--- src/design/adr_pkg.sv ---
// constants for the accelerometer readout register bank
package adr_pkg;
  localparam int ADDR_W = 8;
  localparam int DATA_W = 32;
  localparam logic [7:0] OFF_IDENT = 8'h00;
  localparam logic [7:0] OFF_X_LOW = 8'h02;
  localparam logic [7:0] OFF_X_HIGH = 8'h03;
  localparam logic [7:0] OFF_Y_LOW = 8'h04;
  localparam logic [7:0] OFF_Y_HIGH = 8'h05;
  localparam logic [7:0] OFF_Z_LOW = 8'h06;
  localparam logic [7:0] OFF_Z_HIGH = 8'h07;
  localparam logic [7:0] OFF_TEMP = 8'h08;
  localparam logic [7:0] OFF_EVT_A = 8'h09;
  localparam logic [7:0] OFF_EVT_B = 8'h0A;
  localparam logic [7:0] OFF_MOTION = 8'h0B;
  localparam logic [7:0] OFF_ORIENT = 8'h0C;
  localparam logic [7:0] OFF_RSVD_0D = 8'h0D;
  localparam logic [7:0] OFF_QUEUE = 8'h0E;
  localparam logic [7:0] OFF_RANGE = 8'h0F;
  localparam logic [7:0] OFF_BW = 8'h10;
  localparam logic [7:0] OFF_PWR = 8'h11;
  localparam logic [7:0] OFF_LPCFG = 8'h12;
  localparam logic [7:0] OFF_DPCFG = 8'h13;
  localparam logic [7:0] OFF_SWRST = 8'h14;
  localparam logic [7:0] OFF_RSVD_15 = 8'h15;
  localparam logic [7:0] OFF_EN_A = 8'h16;
  localparam logic [7:0] OFF_EN_B = 8'h17;
  localparam logic [7:0] OFF_EN_C = 8'h18;
  localparam logic [7:0] OFF_USER0 = 8'h1C;
  localparam logic [7:0] OFF_USER1 = 8'h1D;
  localparam int USER_N = 2;
  // arbitrary neutral identification value
  localparam logic [7:0] IDENT_VALUE = 8'h5A;
  localparam logic [7:0] RST_RANGE = 8'h03;
  localparam logic [7:0] RST_BW = 8'h0F;
  localparam logic [7:0] RST_ZERO = 8'h00;
  localparam logic [7:0] RSVD_VALUE = 8'hFF;
  localparam logic [7:0] SWRST_CODE = 8'hB6;
  localparam int SHADOW_DIS_BIT = 6;
  localparam int DEEP_SUSPEND_BIT = 5;
  localparam int X_HIGH_LSB = 4;
  localparam logic [1:0] UNDEF_BITS = 2'h0;
endpackage

--- src/design/adr_regs.sv ---
// accelerometer readout register bank with avalon-mm slave
//
// The Avalon-MM register port was chosen for this implementation.
module adr_regs (
  // clock, reset, enable
  input wire logic clk_in,
  input wire logic rst_b_in,
  input wire logic ce_in,
  // sample input from the conversion logic
  input wire logic [11:0] x_sample_in,
  input wire logic x_sample_valid_in,
  // avalon-mm slave
  input wire logic [adr_pkg::ADDR_W-1:0] address_in,
  input wire logic read_in,
  input wire logic write_in,
  input wire logic [adr_pkg::DATA_W-1:0] writedata_in,
  input wire logic [3:0] byteenable_in,
  output logic [adr_pkg::DATA_W-1:0] readdata_out,
  output logic waitrequest_out,
  output logic [1:0] response_out,
  // status
  output logic deep_suspend_out,
  output logic soft_reset_pulse_out
);
  import adr_pkg::*;

  typedef struct packed {
    logic [11:0] x_live;
    logic [7:0] x_high_shadow;
    logic locked;
    logic new_data;
    logic x_stale;
    logic [7:0] range;
    logic [7:0] bw;
    logic [7:0] pwr;
    logic [7:0] lpcfg;
    logic [7:0] dpcfg;
    logic [7:0] en_a;
    logic [7:0] en_b;
    logic [7:0] en_c;
    logic [USER_N-1:0][7:0] user;
    logic done;
    logic wait_req;
    logic [31:0] rdata;
    logic [1:0] resp;
    logic srst;
  } adr_state_t;

  adr_state_t st_reg;
  adr_state_t st_next;

  // word index of a byte address
  function automatic logic [7:0] adr_idx(input logic [7:0] a);
    adr_idx = {2'h0, a[7:2]};
  endfunction

  function automatic logic [7:0] adr_wr8(input logic [7:0] old,
                                         input logic [31:0] d,
                                         input logic be);
    adr_wr8 = be ? d[7:0] : old;
  endfunction

  logic req;
  logic [7:0] idx;
  logic [7:0] rbyte;
  logic hit;
  logic [7:0] x_low;
  logic [7:0] x_high;

  always_comb begin
    req = (read_in || write_in) && !st_reg.done;
    idx = adr_idx(address_in);
    x_low = {st_reg.x_live[3:0], UNDEF_BITS, 1'b0, st_reg.new_data};
    x_high = st_reg.locked ? st_reg.x_high_shadow
                           : st_reg.x_live[11:X_HIGH_LSB];
    hit = 1'b1;
    rbyte = RST_ZERO;
    case (idx)
      OFF_IDENT: rbyte = IDENT_VALUE;
      OFF_X_LOW: rbyte = x_low;
      OFF_X_HIGH: rbyte = x_high;
      OFF_Y_LOW, OFF_Y_HIGH, OFF_Z_LOW, OFF_Z_HIGH, OFF_TEMP,
      OFF_EVT_A, OFF_EVT_B, OFF_MOTION, OFF_ORIENT, OFF_QUEUE,
      OFF_SWRST: rbyte = RST_ZERO;
      OFF_RSVD_0D, OFF_RSVD_15: rbyte = RSVD_VALUE;
      OFF_RANGE: rbyte = st_reg.range;
      OFF_BW: rbyte = st_reg.bw;
      OFF_PWR: rbyte = st_reg.pwr;
      OFF_LPCFG: rbyte = st_reg.lpcfg;
      OFF_DPCFG: rbyte = st_reg.dpcfg;
      OFF_EN_A: rbyte = st_reg.en_a;
      OFF_EN_B: rbyte = st_reg.en_b;
      OFF_EN_C: rbyte = st_reg.en_c;
      OFF_USER0: rbyte = st_reg.user[0];
      OFF_USER1: rbyte = st_reg.user[1];
      default: hit = 1'b0;
    endcase
  end

  always_comb begin
    st_next = st_reg;
    st_next.srst = 1'b0;
    st_next.done = 1'b0;
    if (x_sample_valid_in) begin
      st_next.x_live = x_sample_in;
    end
    if (req) begin
      st_next.done = 1'b1;
      st_next.resp = hit ? 2'h0 : 2'h2;
      st_next.rdata = read_in ? {24'h0, rbyte} : 32'h0;
      if (read_in && idx == OFF_X_LOW) begin
        if (!st_reg.dpcfg[SHADOW_DIS_BIT]) begin
          st_next.locked = 1'b1;
          st_next.x_high_shadow = st_reg.x_live[11:X_HIGH_LSB];
          st_next.x_stale = 1'b0;
        end
        if (st_reg.dpcfg[SHADOW_DIS_BIT]) begin
          st_next.new_data = 1'b0;
        end
      end
      if (read_in && idx == OFF_X_HIGH) begin
        st_next.locked = 1'b0;
        // a sample that landed behind the lock is still unread
        if (!st_reg.x_stale) begin
          st_next.new_data = 1'b0;
        end
        st_next.x_stale = 1'b0;
      end
      if (write_in) begin
        case (idx)
          OFF_RANGE: st_next.range = adr_wr8(st_reg.range, writedata_in,
                                             byteenable_in[0]);
          OFF_BW: st_next.bw = adr_wr8(st_reg.bw, writedata_in,
                                       byteenable_in[0]);
          OFF_PWR: st_next.pwr = adr_wr8(st_reg.pwr, writedata_in,
                                         byteenable_in[0]);
          OFF_LPCFG: st_next.lpcfg = adr_wr8(st_reg.lpcfg, writedata_in,
                                             byteenable_in[0]);
          OFF_DPCFG: st_next.dpcfg = adr_wr8(st_reg.dpcfg, writedata_in,
                                             byteenable_in[0]);
          OFF_EN_A: st_next.en_a = adr_wr8(st_reg.en_a, writedata_in,
                                           byteenable_in[0]);
          OFF_EN_B: st_next.en_b = adr_wr8(st_reg.en_b, writedata_in,
                                           byteenable_in[0]);
          OFF_EN_C: st_next.en_c = adr_wr8(st_reg.en_c, writedata_in,
                                           byteenable_in[0]);
          OFF_USER0: st_next.user[0] = adr_wr8(st_reg.user[0],
                                               writedata_in,
                                               byteenable_in[0]);
          OFF_USER1: st_next.user[1] = adr_wr8(st_reg.user[1],
                                               writedata_in,
                                               byteenable_in[0]);
          OFF_SWRST: st_next.srst = byteenable_in[0] &&
                                    writedata_in[7:0] == SWRST_CODE;
          default: st_next.done = 1'b1;
        endcase
      end
    end
    // soft reset restores shared config; scratch and live sample kept
    if (st_reg.srst) begin
      st_next.range = RST_RANGE;
      st_next.bw = RST_BW;
      st_next.pwr = RST_ZERO;
      st_next.lpcfg = RST_ZERO;
      st_next.dpcfg = RST_ZERO;
      st_next.en_a = RST_ZERO;
      st_next.en_b = RST_ZERO;
      st_next.en_c = RST_ZERO;
      st_next.locked = 1'b0;
      st_next.x_stale = 1'b0;
    end
    // sample arriving while locked is not the one the host reads
    if (x_sample_valid_in && st_next.locked) begin
      st_next.x_stale = 1'b1;
    end
    // fresh sample sets the flag; set wins over a same-cycle clear
    if (x_sample_valid_in) begin
      st_next.new_data = 1'b1;
    end
    st_next.wait_req = !st_next.done;
  end

  always_ff @(posedge clk_in) begin
    if (!rst_b_in) begin
      st_reg <= '0;
      st_reg.range <= RST_RANGE;
      st_reg.bw <= RST_BW;
      st_reg.wait_req <= 1'b1;
    end else if (ce_in) begin
      st_reg <= st_next;
    end
  end

  always_comb begin
    readdata_out = st_reg.rdata;
    waitrequest_out = st_reg.wait_req;
    response_out = st_reg.resp;
    deep_suspend_out = st_reg.pwr[DEEP_SUSPEND_BIT];
    soft_reset_pulse_out = st_reg.srst;
  end
endmodule

--- config.mk ---
export PLATFORM = sky130hd
export DESIGN_NAME = adr_regs
export DESIGN_NICKNAME = d
export VERILOG_FILES = /design/src/design/adr_pkg.sv /design/src/design/adr_regs.sv
export SDC_FILE = /design/constraint.sdc
export NUM_CORES = 1
export LEC_CHECK = 0
export BUFFER_PORTS_ARGS = -buffer_cell sky130_fd_sc_hd__clkbuf_2
export CAP_MARGIN = 20
export CORE_MARGIN = 2
export CORE_UTILIZATION = 51
export DETAILED_ROUTE_END_ITERATION = 8
export PLACE_DENSITY_LB_ADDON = 0.15
export SYNTH_ARGS = -nofsm -noshare
export SYNTH_HDL_FRONTEND = slang
export SYNTH_SLANG_ARGS = --single-unit
--- constraint.sdc ---
create_clock -name clk_in -period 1.71 [get_ports clk_in]
set_input_delay 0.2565 -clock clk_in [delete_from_list [all_inputs] [get_ports clk_in]]
set_output_delay 0.2565 -clock clk_in [all_outputs]
set_load 0.03 [all_outputs]
==> summary.md, run 1 <==
| Metric | Value |
|---|---|
| Outcome | finished clean |
| DIE HEIGHT | approximately 110 um |
| Gr usage total | 0.2995 |
| CP Data Arrival Time | 2.11 ns |
| Die width | 109.0 um |
| Clock buffer count from CTS | 17 |
| # DRC | 0 |
| CTS Buffer Depth | 2 |
| Synth async-reset ratio | 0 |
| R2r setup slk | 0.006 ns |
| Detailed Route WL | 16.89 mm |
| CTS H-tree lvls | 4 |
| First-pass DRT Iterations | 5 |
| Routed WL per cell | 19.28 um |
| Hold Slack | between 0.015 and 0.02 ns |
| Leak pwr | around 0.0028 uW |
| Hold Path Sink | st_reg[42] |
| Mapped Cells | 615 |
| Vias in the first global route | 4965 |
| Pre-CTS setup slack | -0.3107 ns |
| Clk sinks | 115 |
| Worst Path Max Fanout | 8 |
| Most used DFF post-synth | dfxtp_1 |
| Port Buffer Count | 44 |
| RSZ-0062 raised after global routing | yes |
| Initial Utilization | 0.5211 |
| Multi-input logic area | 3003 um2 |
| Worst Tran Pin Value | 0.5361 ns |
| Hold Fails Final Rpt | 0 |
| CTS tree | done |
| Worst skew pair latency | 0.53 ns |
| Slew HR | 0.6426 |
| Nets | 785 |
| Worst clock skew | 0.01058 ns |
| Synth Warn # | 0 |
| Remaining global-route overflow | 0 |
| Io pins | 99 |
| Placed cell count | 830 |
| Worst vdd ir | 841.6 uV |
| N_diodes | 0 |
| Non-Filler Instances | 876 |
| RePlAce Congestion | about 0.9 |
| CP required | approximately 2.1 ns |
| Post-synth cell types | 60 |
| Final setup fails | 0 |
| Cell area after synthesis | 5624 um2 |
| #FFs+latches synth | roughly 120 |
| Slew Limit Fails | 0 |
| Number of max-cap violations | 0 |
| Crit path kind | flop to flop |
| DR iter-0 viols | 384 |
| WHS Path Cells | 3 |
| CTS root buf | clkbuf_8 |
| Die Area | between 10000 and 15000 um2 |
| Reg2Reg Depth | 8 |
| Hold Path Class | primary input to flop |
| First-pass GRT wire length | 26.32 mm |
| R2r endpoint | st_reg[80] |
| Vias | approximately 5000 |
| Fin crit period | ~1.7 ns |
| Cell Pwr Density | 899.9 nW/um2 |
| Number of cell rows | 38 |
| Fmax | 0.5868 GHz |
| FILL cells | 842 |
| Critical path launch point type | flop |
| EDFF count, synth | 0 |
| Initial antenna violation count | 0 |
| Core area | ~11000 um2 |
| Number of vias per cell | 5.726 |
| Post-route ant nets | 0 |
| Reg clk slew, reported paths | ~0.06 ns |
| Sequential Area | roughly 2300 um2 |
| Share of layout cells above drive strength 1 | 0.2840 |
| Min-delay src | writedata_in[5] |
| FF-to-FF Start | st_reg[36] |
| Avg Cell Area, Syn | 9.145 um2 |
| Largest net degree at the start of global routing | 31 |
| Setup crit end kind | flop |
| Final setup margin | 0.005758 ns |
| Max reg flops | 103 |
| Seq/Total Area, Yosys | 0.4093 |
| Area growth, synth to finish | 29.74% |
| Tcrit/Tclk final | 0.9966 |
| Post-DP HPWL | about 12 mm |
| Util after Layout | 0.6761 |
synth_stat cells (9+ instances only):
cell | n | share of area
dfxtp_1 | 115 | 0.41
mux2i_1 | 97 | 0.17
nor2_1 | 93 | 0.062
nand2_1 | 46 | 0.031
buf_4 | 38 | 0.051
clkbuf_1 | 28 | 0.019
a21oi_1 | 20 | 0.018
buf_2 | 17 | 0.015
and2_1 | 15 | 0.017
a22oi_1 | 12 | 0.016
a22o_1 | 10 | 0.016
a221oi_1 | 9 | 0.014
placed cells by master (no fill, tap or decap), types with 6 or more instances in the layout:
cell	count
buf_6	6
clkbuf_2	44
dlygate4sd3_1	12
mux2i_1	92
a21oi_1	20
dfxtp_1	114
and2_1	10
and3_1	7
buf_4	75
a22oi_1	12
nor2b_1	6
conb_1	25
nand2_1	46
a22o_1	10
a221oi_1	8
clkbuf_16	16
buf_12	13
nor2_1	91
worst max-delay path, cell delays in order, from the launching register on:
cell and delay (ns):
dfxtp_2 0.33, buf_6 0.11, and3b_2 0.24, o21a_1 0.17
buf_12 0.14, nor2b_4 0.16, buf_6 0.15, mux2i_2 0.21
nor2_1 0.07
layout make-up:
cell class	count	area share
tap	140	0.02401
clock inverter	12	0.01492
timing repair buffer	151	0.1708
sequential	115	0.3157
multi-input combinational	434	0.4115
clock buffer	20	0.06104
inverter	4	0.002058
cell families after synthesis:
logic type	count (synthesis)	synth area share
multiplexers	97	0.1726
AO/OA/AOI/OAI	99	0.1362
XOR/XNOR	1	0.001558
AND/OR/NAND/NOR	212	0.1878
buffers and inverters	90	0.09188
other	1	0.0006668
flip-flops	115	0.4093
worst max path at each step:
| stage | slack [ns] | startpoint | depth (start not counted) | endpoint |
|---|---|---|---|---|
| floorplan | -0.08 | address_in[3] | 7 | st_reg[57] |
| global placement | -0.30 | address_in[7] | 8 | readdata_out[4] |
| detailed placement | -0.31 | address_in[7] | 8 | readdata_out[4] |
| CTS | 0.009 | st_reg[36] | 8 | st_reg[99] |
| global route | -0.07 | st_reg[36] | 8 | st_reg[56] |
| finish | 0.006 | st_reg[36] | 8 | st_reg[80] |
metrics by stage:
stage	instance area (um2)	power, uW	setup TNS (ns)
6_report	7297	6567	0
2_1_floorplan	5731	3126	-0.9396
3_3_place_gp	6456	3297	-14.71
4_1_cts	7198	6566	0
5_1_grt	7297	6737	-0.9067
3_5_place_dp	6456	3307	-17.20
power breakdown:
group	leakage [uW]	switching (uW)	internal, uW
combinational	0.00160	359	223
sequential	0.000929	16.0	2700
clock	0.000259	1270	2000
what timing repair did:
action | CTS | global route
pin swaps | 2 | 7
setup endpoints to repair | 20 | 48
resized for setup | 17 | 21
cloned | 0 | 0
hold buffers | 12 | 0
buffers inserted | 0 | 2
hold endpoints to repair | 12 | 0
layer usage:
layer | wire [um] | track usage | vias up
li1 | - | - | 2334
met1 | 7388 | 0.3863 | 2447
met2 | 8032 | 0.4814 | 201
met3 | 1043 | 0.06336 | 34
met4 | 426 | 0.1346 | 0
met5 | 0 | 0 | -
No activity file was read; power rests on OpenSTA's default activity.
==> run 2: changes to the inputs <==
--- a/config.mk
+++ b/config.mk
@@ -7,2 +7,3 @@
 export LEC_CHECK = 0
+export ABC_AREA = 1
 export BUFFER_PORTS_ARGS = -buffer_cell sky130_fd_sc_hd__clkbuf_2
--- a/constraint.sdc
+++ b/constraint.sdc
@@ -3,2 +3,2 @@
 set_output_delay 0.2565 -clock clk_in [all_outputs]
-set_load 0.03 [all_outputs]
+set_load 0.02 [all_outputs]
==> summary.md, run 2 <==
| Metric | Value |
|---|---|
| Cell area after synthesis | 5804 um2 (+3.2%) |
| Core area | 10980 um2 (+1.8%) |
| Number of cell rows | 38 (unchanged) |
| Sw frac | 0.2470 (-0.003380) |
| Clock power share | 0.528 (+0.031) |
| Min-delay src | x_sample_in[3] |
| Slew Limit Fails | 0 (unchanged) |
| Logic pwr share | 0.081 (-0.008) |
| Worst Tran Pin Value | 0.6088 ns (+0.07269 ns) |
| Slowest stage cell, crit path | dfxtp_1 |
| CTS Buffer Depth | 2 (unchanged) |
| Leak pwr | 0.003253 uW (+16%) |
| # DRC | 0 (unchanged) |
| Die width | 110.7 um (+1.5%) |
| DR iter-0 viols | 591 (+54%) |
| Largest net degree at the start of global routing | 73 (+140%) |
| RSZ-0062 raised after global routing | no |
| Routed WL per cell | 15.81 um (-18%) |
| R2r endpoint | st_reg[112] |
| Post-route ant nets | 0 (unchanged) |
| CTS H-tree lvls | 4 (unchanged) |
| Seq/Total Area, Yosys | 0.3966 (-0.01271) |
| Clock buffer count from CTS | 17 (unchanged) |
| Post-synth cell types | 29 (-52%) |
| Switching power | 1726 uW (+5.0%) |
| Max reg flops | 103 (unchanged) |
| Worst vdd ir | 829.5 uV (-1.4%) |
| Most common cell in the netlist | nand2_1 |
| Post-synth top area share | 0.3966 (-0.01271) |
| Worst Path Max Fanout | 8 (unchanged) |
| Most frequent cells in the layout | nand2_1 (183), nor2_1 (173), dfxtp_1 (114), o21ai_0 (85), nand3_1 (78) |
| Crit path kind | flop to flop |
| Sequential Area | 2303 um2 (unchanged) |
| CP Data Arrival Time | 1.89 ns (-0.22 ns) |
| Avg Cell Area, Syn | 6.493 um2 (-29%) |
| M2 GR Usage | 0.4720 (-0.009383) |
| Detailed Route WL | 17.81 mm (+5.5%) |
| Seq pwr share | 0.392 (-0.022) |
| Setup crit end kind | flop |
| Fmax | 0.6379 GHz (+8.7%) |
| Pre-CTS setup slack | -0.1349 ns (+0.1758 ns) |
| Gr usage total | 0.2998 (about the same) |
| Multi-input logic area | 2919 um2 (-2.8%) |
| Reg2Reg Depth | 8 (unchanged) |
| Hold Path Class | primary input to flop |
| Vias in the first global route | 5582 (+12%) |
| Final setup fails | 0 (unchanged) |
| Layer with the highest usage | met2 |
| Die Area | 12250 um2 (+3.1%) |
| Remaining global-route overflow | 0 (unchanged) |
| Most frequent cells after synthesis | nand2_1 (185), nor2_1 (174), dfxtp_1 (115), o21ai_0 (85), nand3_1 (78) |
| Hold Fails Final Rpt | 0 (unchanged) |
| N_diodes | 0 (unchanged) |
| Critical-path cell list | o21bai_2 -> nor2_2 -> nand3_4 -> nand2_8 -> o21ai_2 -> buf_4 -> o21ai_0 -> nor2_1 |
| Synth async-reset ratio | 0 (unchanged) |
| Slowest stage delay, CP | 0.31 ns (-0.02 ns) |
| Hold Path Sink | st_reg[131] |
| Internal | 5261 uW (+6.9%) |
| Area growth, synth to finish | 20.07% |
| FILL cells | 1063 (+26%) |
| RePlAce Congestion | 0.9707 (+5.7%) |
| Worst clock skew | 0.01144 ns (+0.0008665 ns) |
| Reg clk slew, reported paths | 0.06 ns (about the same) |
| Slew HR | 0.5926 (-0.04996) |
| Outcome | finished clean |
| Share of layout cells above drive strength 1 | 0.1733 (-0.1107) |
| Synth area leader | dfxtp_1 |
| #FFs+latches synth | 115 (unchanged) |
| Cell Pwr Density | 1003 nW/um2 (+11%) |
| Fin area | 6969 um2 (-4.5%) |
| Synth top area cells | dfxtp_1 (40%), nand2_1 (12%), nor2_1 (11%) |
| Initial Utilization | 0.5285 (+0.007381) |
| Commonest non-fill, non-tap cell in the layout | nand2_1 |
| Fin crit period | 1.568 ns (-0.1367 ns) |
| Met1 usage | 0.3926 (+0.006237) |
| Post-DP HPWL | 12.91 mm (+4.4%) |
| FF-to-FF Start | st_reg[36] |
| Most used DFF post-synth | dfxtp_1 |
| Clk sinks | 115 (unchanged) |
| Met3 Use GR | 0.05796 (-0.005404) |
| Vias | 5991 (+19%) |
| Critical path launch point type | flop |
| Final setup margin | 0.1424 ns (+0.1367 ns) |
| First-pass DRT Iterations | 7 (+2) |
| Number of max-cap violations | 0 (unchanged) |
| EDFF count, synth | 0 (unchanged) |
| Util after Layout | 0.6345 (-0.04156) |
| CTS tree | done |
| R2r setup slk | 0.14 ns (+0.14 ns) |
| Tcrit/Tclk final | 0.9167 (-0.07992) |
| Io pins | 99 (unchanged) |
| Initial antenna violation count | 0 (unchanged) |
| CTS root buf | clkbuf_16 |
| First-pass GRT wire length | 28.65 mm (+8.9%) |
| Synth Warn # | 0 (unchanged) |
| WHS Path Cells | 3 (unchanged) |
| Number of vias per cell | 5.316 (-7.2%) |
| Mapped Cells | 894 (+45%) |
| Nets | 1036 (+32%) |
| Area post-placement | 6334 um2 (-1.9%) |
| Total negative slack | 0 ns (unchanged) |
| Port Buffer Count | 44 (unchanged) |
| DIE HEIGHT | 110.7 um (+1.5%) |
| Worst skew pair latency | 0.43 ns (-0.10 ns) |
| CP required | 2.03 ns (-0.09 ns) |
[run 2: area by class of cell]
| class | count | share of cell area |
|---|---|---|
| Inverter | 88 | 0.04740 |
| Tap cell | 140 | 0.02513 |
| Multi-Input combinational cell | 655 | 0.4189 |
| Sequential cell | 115 | 0.3305 |
| Clock buffer | 21 | 0.06607 |
| Clock inverter | 11 | 0.02154 |
| Timing Repair Buffer | 97 | 0.09048 |
[run 2: cell families (layout without fill, tap and decap cells)]
| logic type | Yosys count | in the layout | share of synthesized area |
|---|---|---|---|
| AO/OA/AOI/OAI | 155 | 155 | 0.1397 |
| AND/OR/NAND/NOR | 475 | 475 | 0.3430 |
| buffers and inverters | 148 | 217 | 0.1201 |
| other | 1 | 25 | 0.0006461 |
| flip-flops | 115 | 115 | 0.3966 |
[run 2: worst max-delay path: cells and delay by family, from the launching register on]
kind	cells	cell delay (ns)
buf+inv	1	0.16
compound gates	3	0.46
flops	1	0.31
simple gates	4	0.53
[run 2: power groups by stage]
stage | sequential, uW | clock, uW | combinational [uW]
after floorplan | 2790 | 0 | 366
after global placement | 2790 | 0 | 542
after detailed placement | 2790 | 0 | 549
after CTS | 2730 | 3710 | 554
after global routing | 2740 | 3840 | 617
final | 2740 | 3690 | 565
[run 2: worst max-delay path by stage]
stage | start | end | cells after the start
finish | st_reg[36] | st_reg[112] | 8
global route | st_reg[36] | st_reg[105] | 8
CTS | st_reg[36] | st_reg[65] | 8
detailed placement | address_in[3] | readdata_out[4] | 12
global placement | address_in[4] | st_reg[92] | 12
floorplan | soft_reset_pulse_out | st_reg[65] | 5
[run 2: what timing repair did]
action	4_1_cts	5_1_grt
gates resized for setup	0	6
hold endpoints to repair	0	0
endpoints found under the setup margin	0	24
setup buffers	0	0
hold buffers	0	0
[run 2: metal layers]
metal / vias to the layer above / wire length (um) / part of all wire
li1: 2966 / - / -
met1: 2738 / 7716 / 0.43
met3: 46 / 1250 / 0.070
met5: - / 0 / 0
met2: 241 / 8254 / 0.46
met4: 0 / 593 / 0.033
[run 2: metrics by stage]
step                hold slack [ns]  power (uW)  cells
floorplan                    0.3914        3153    918
global placement             0.4317        3333   1095
detailed placement           0.4367        3341   1095
CTS                         0.07327        6997   1127
global route                 0.1230        7191   1127
finish                      0.07526        6987   1127
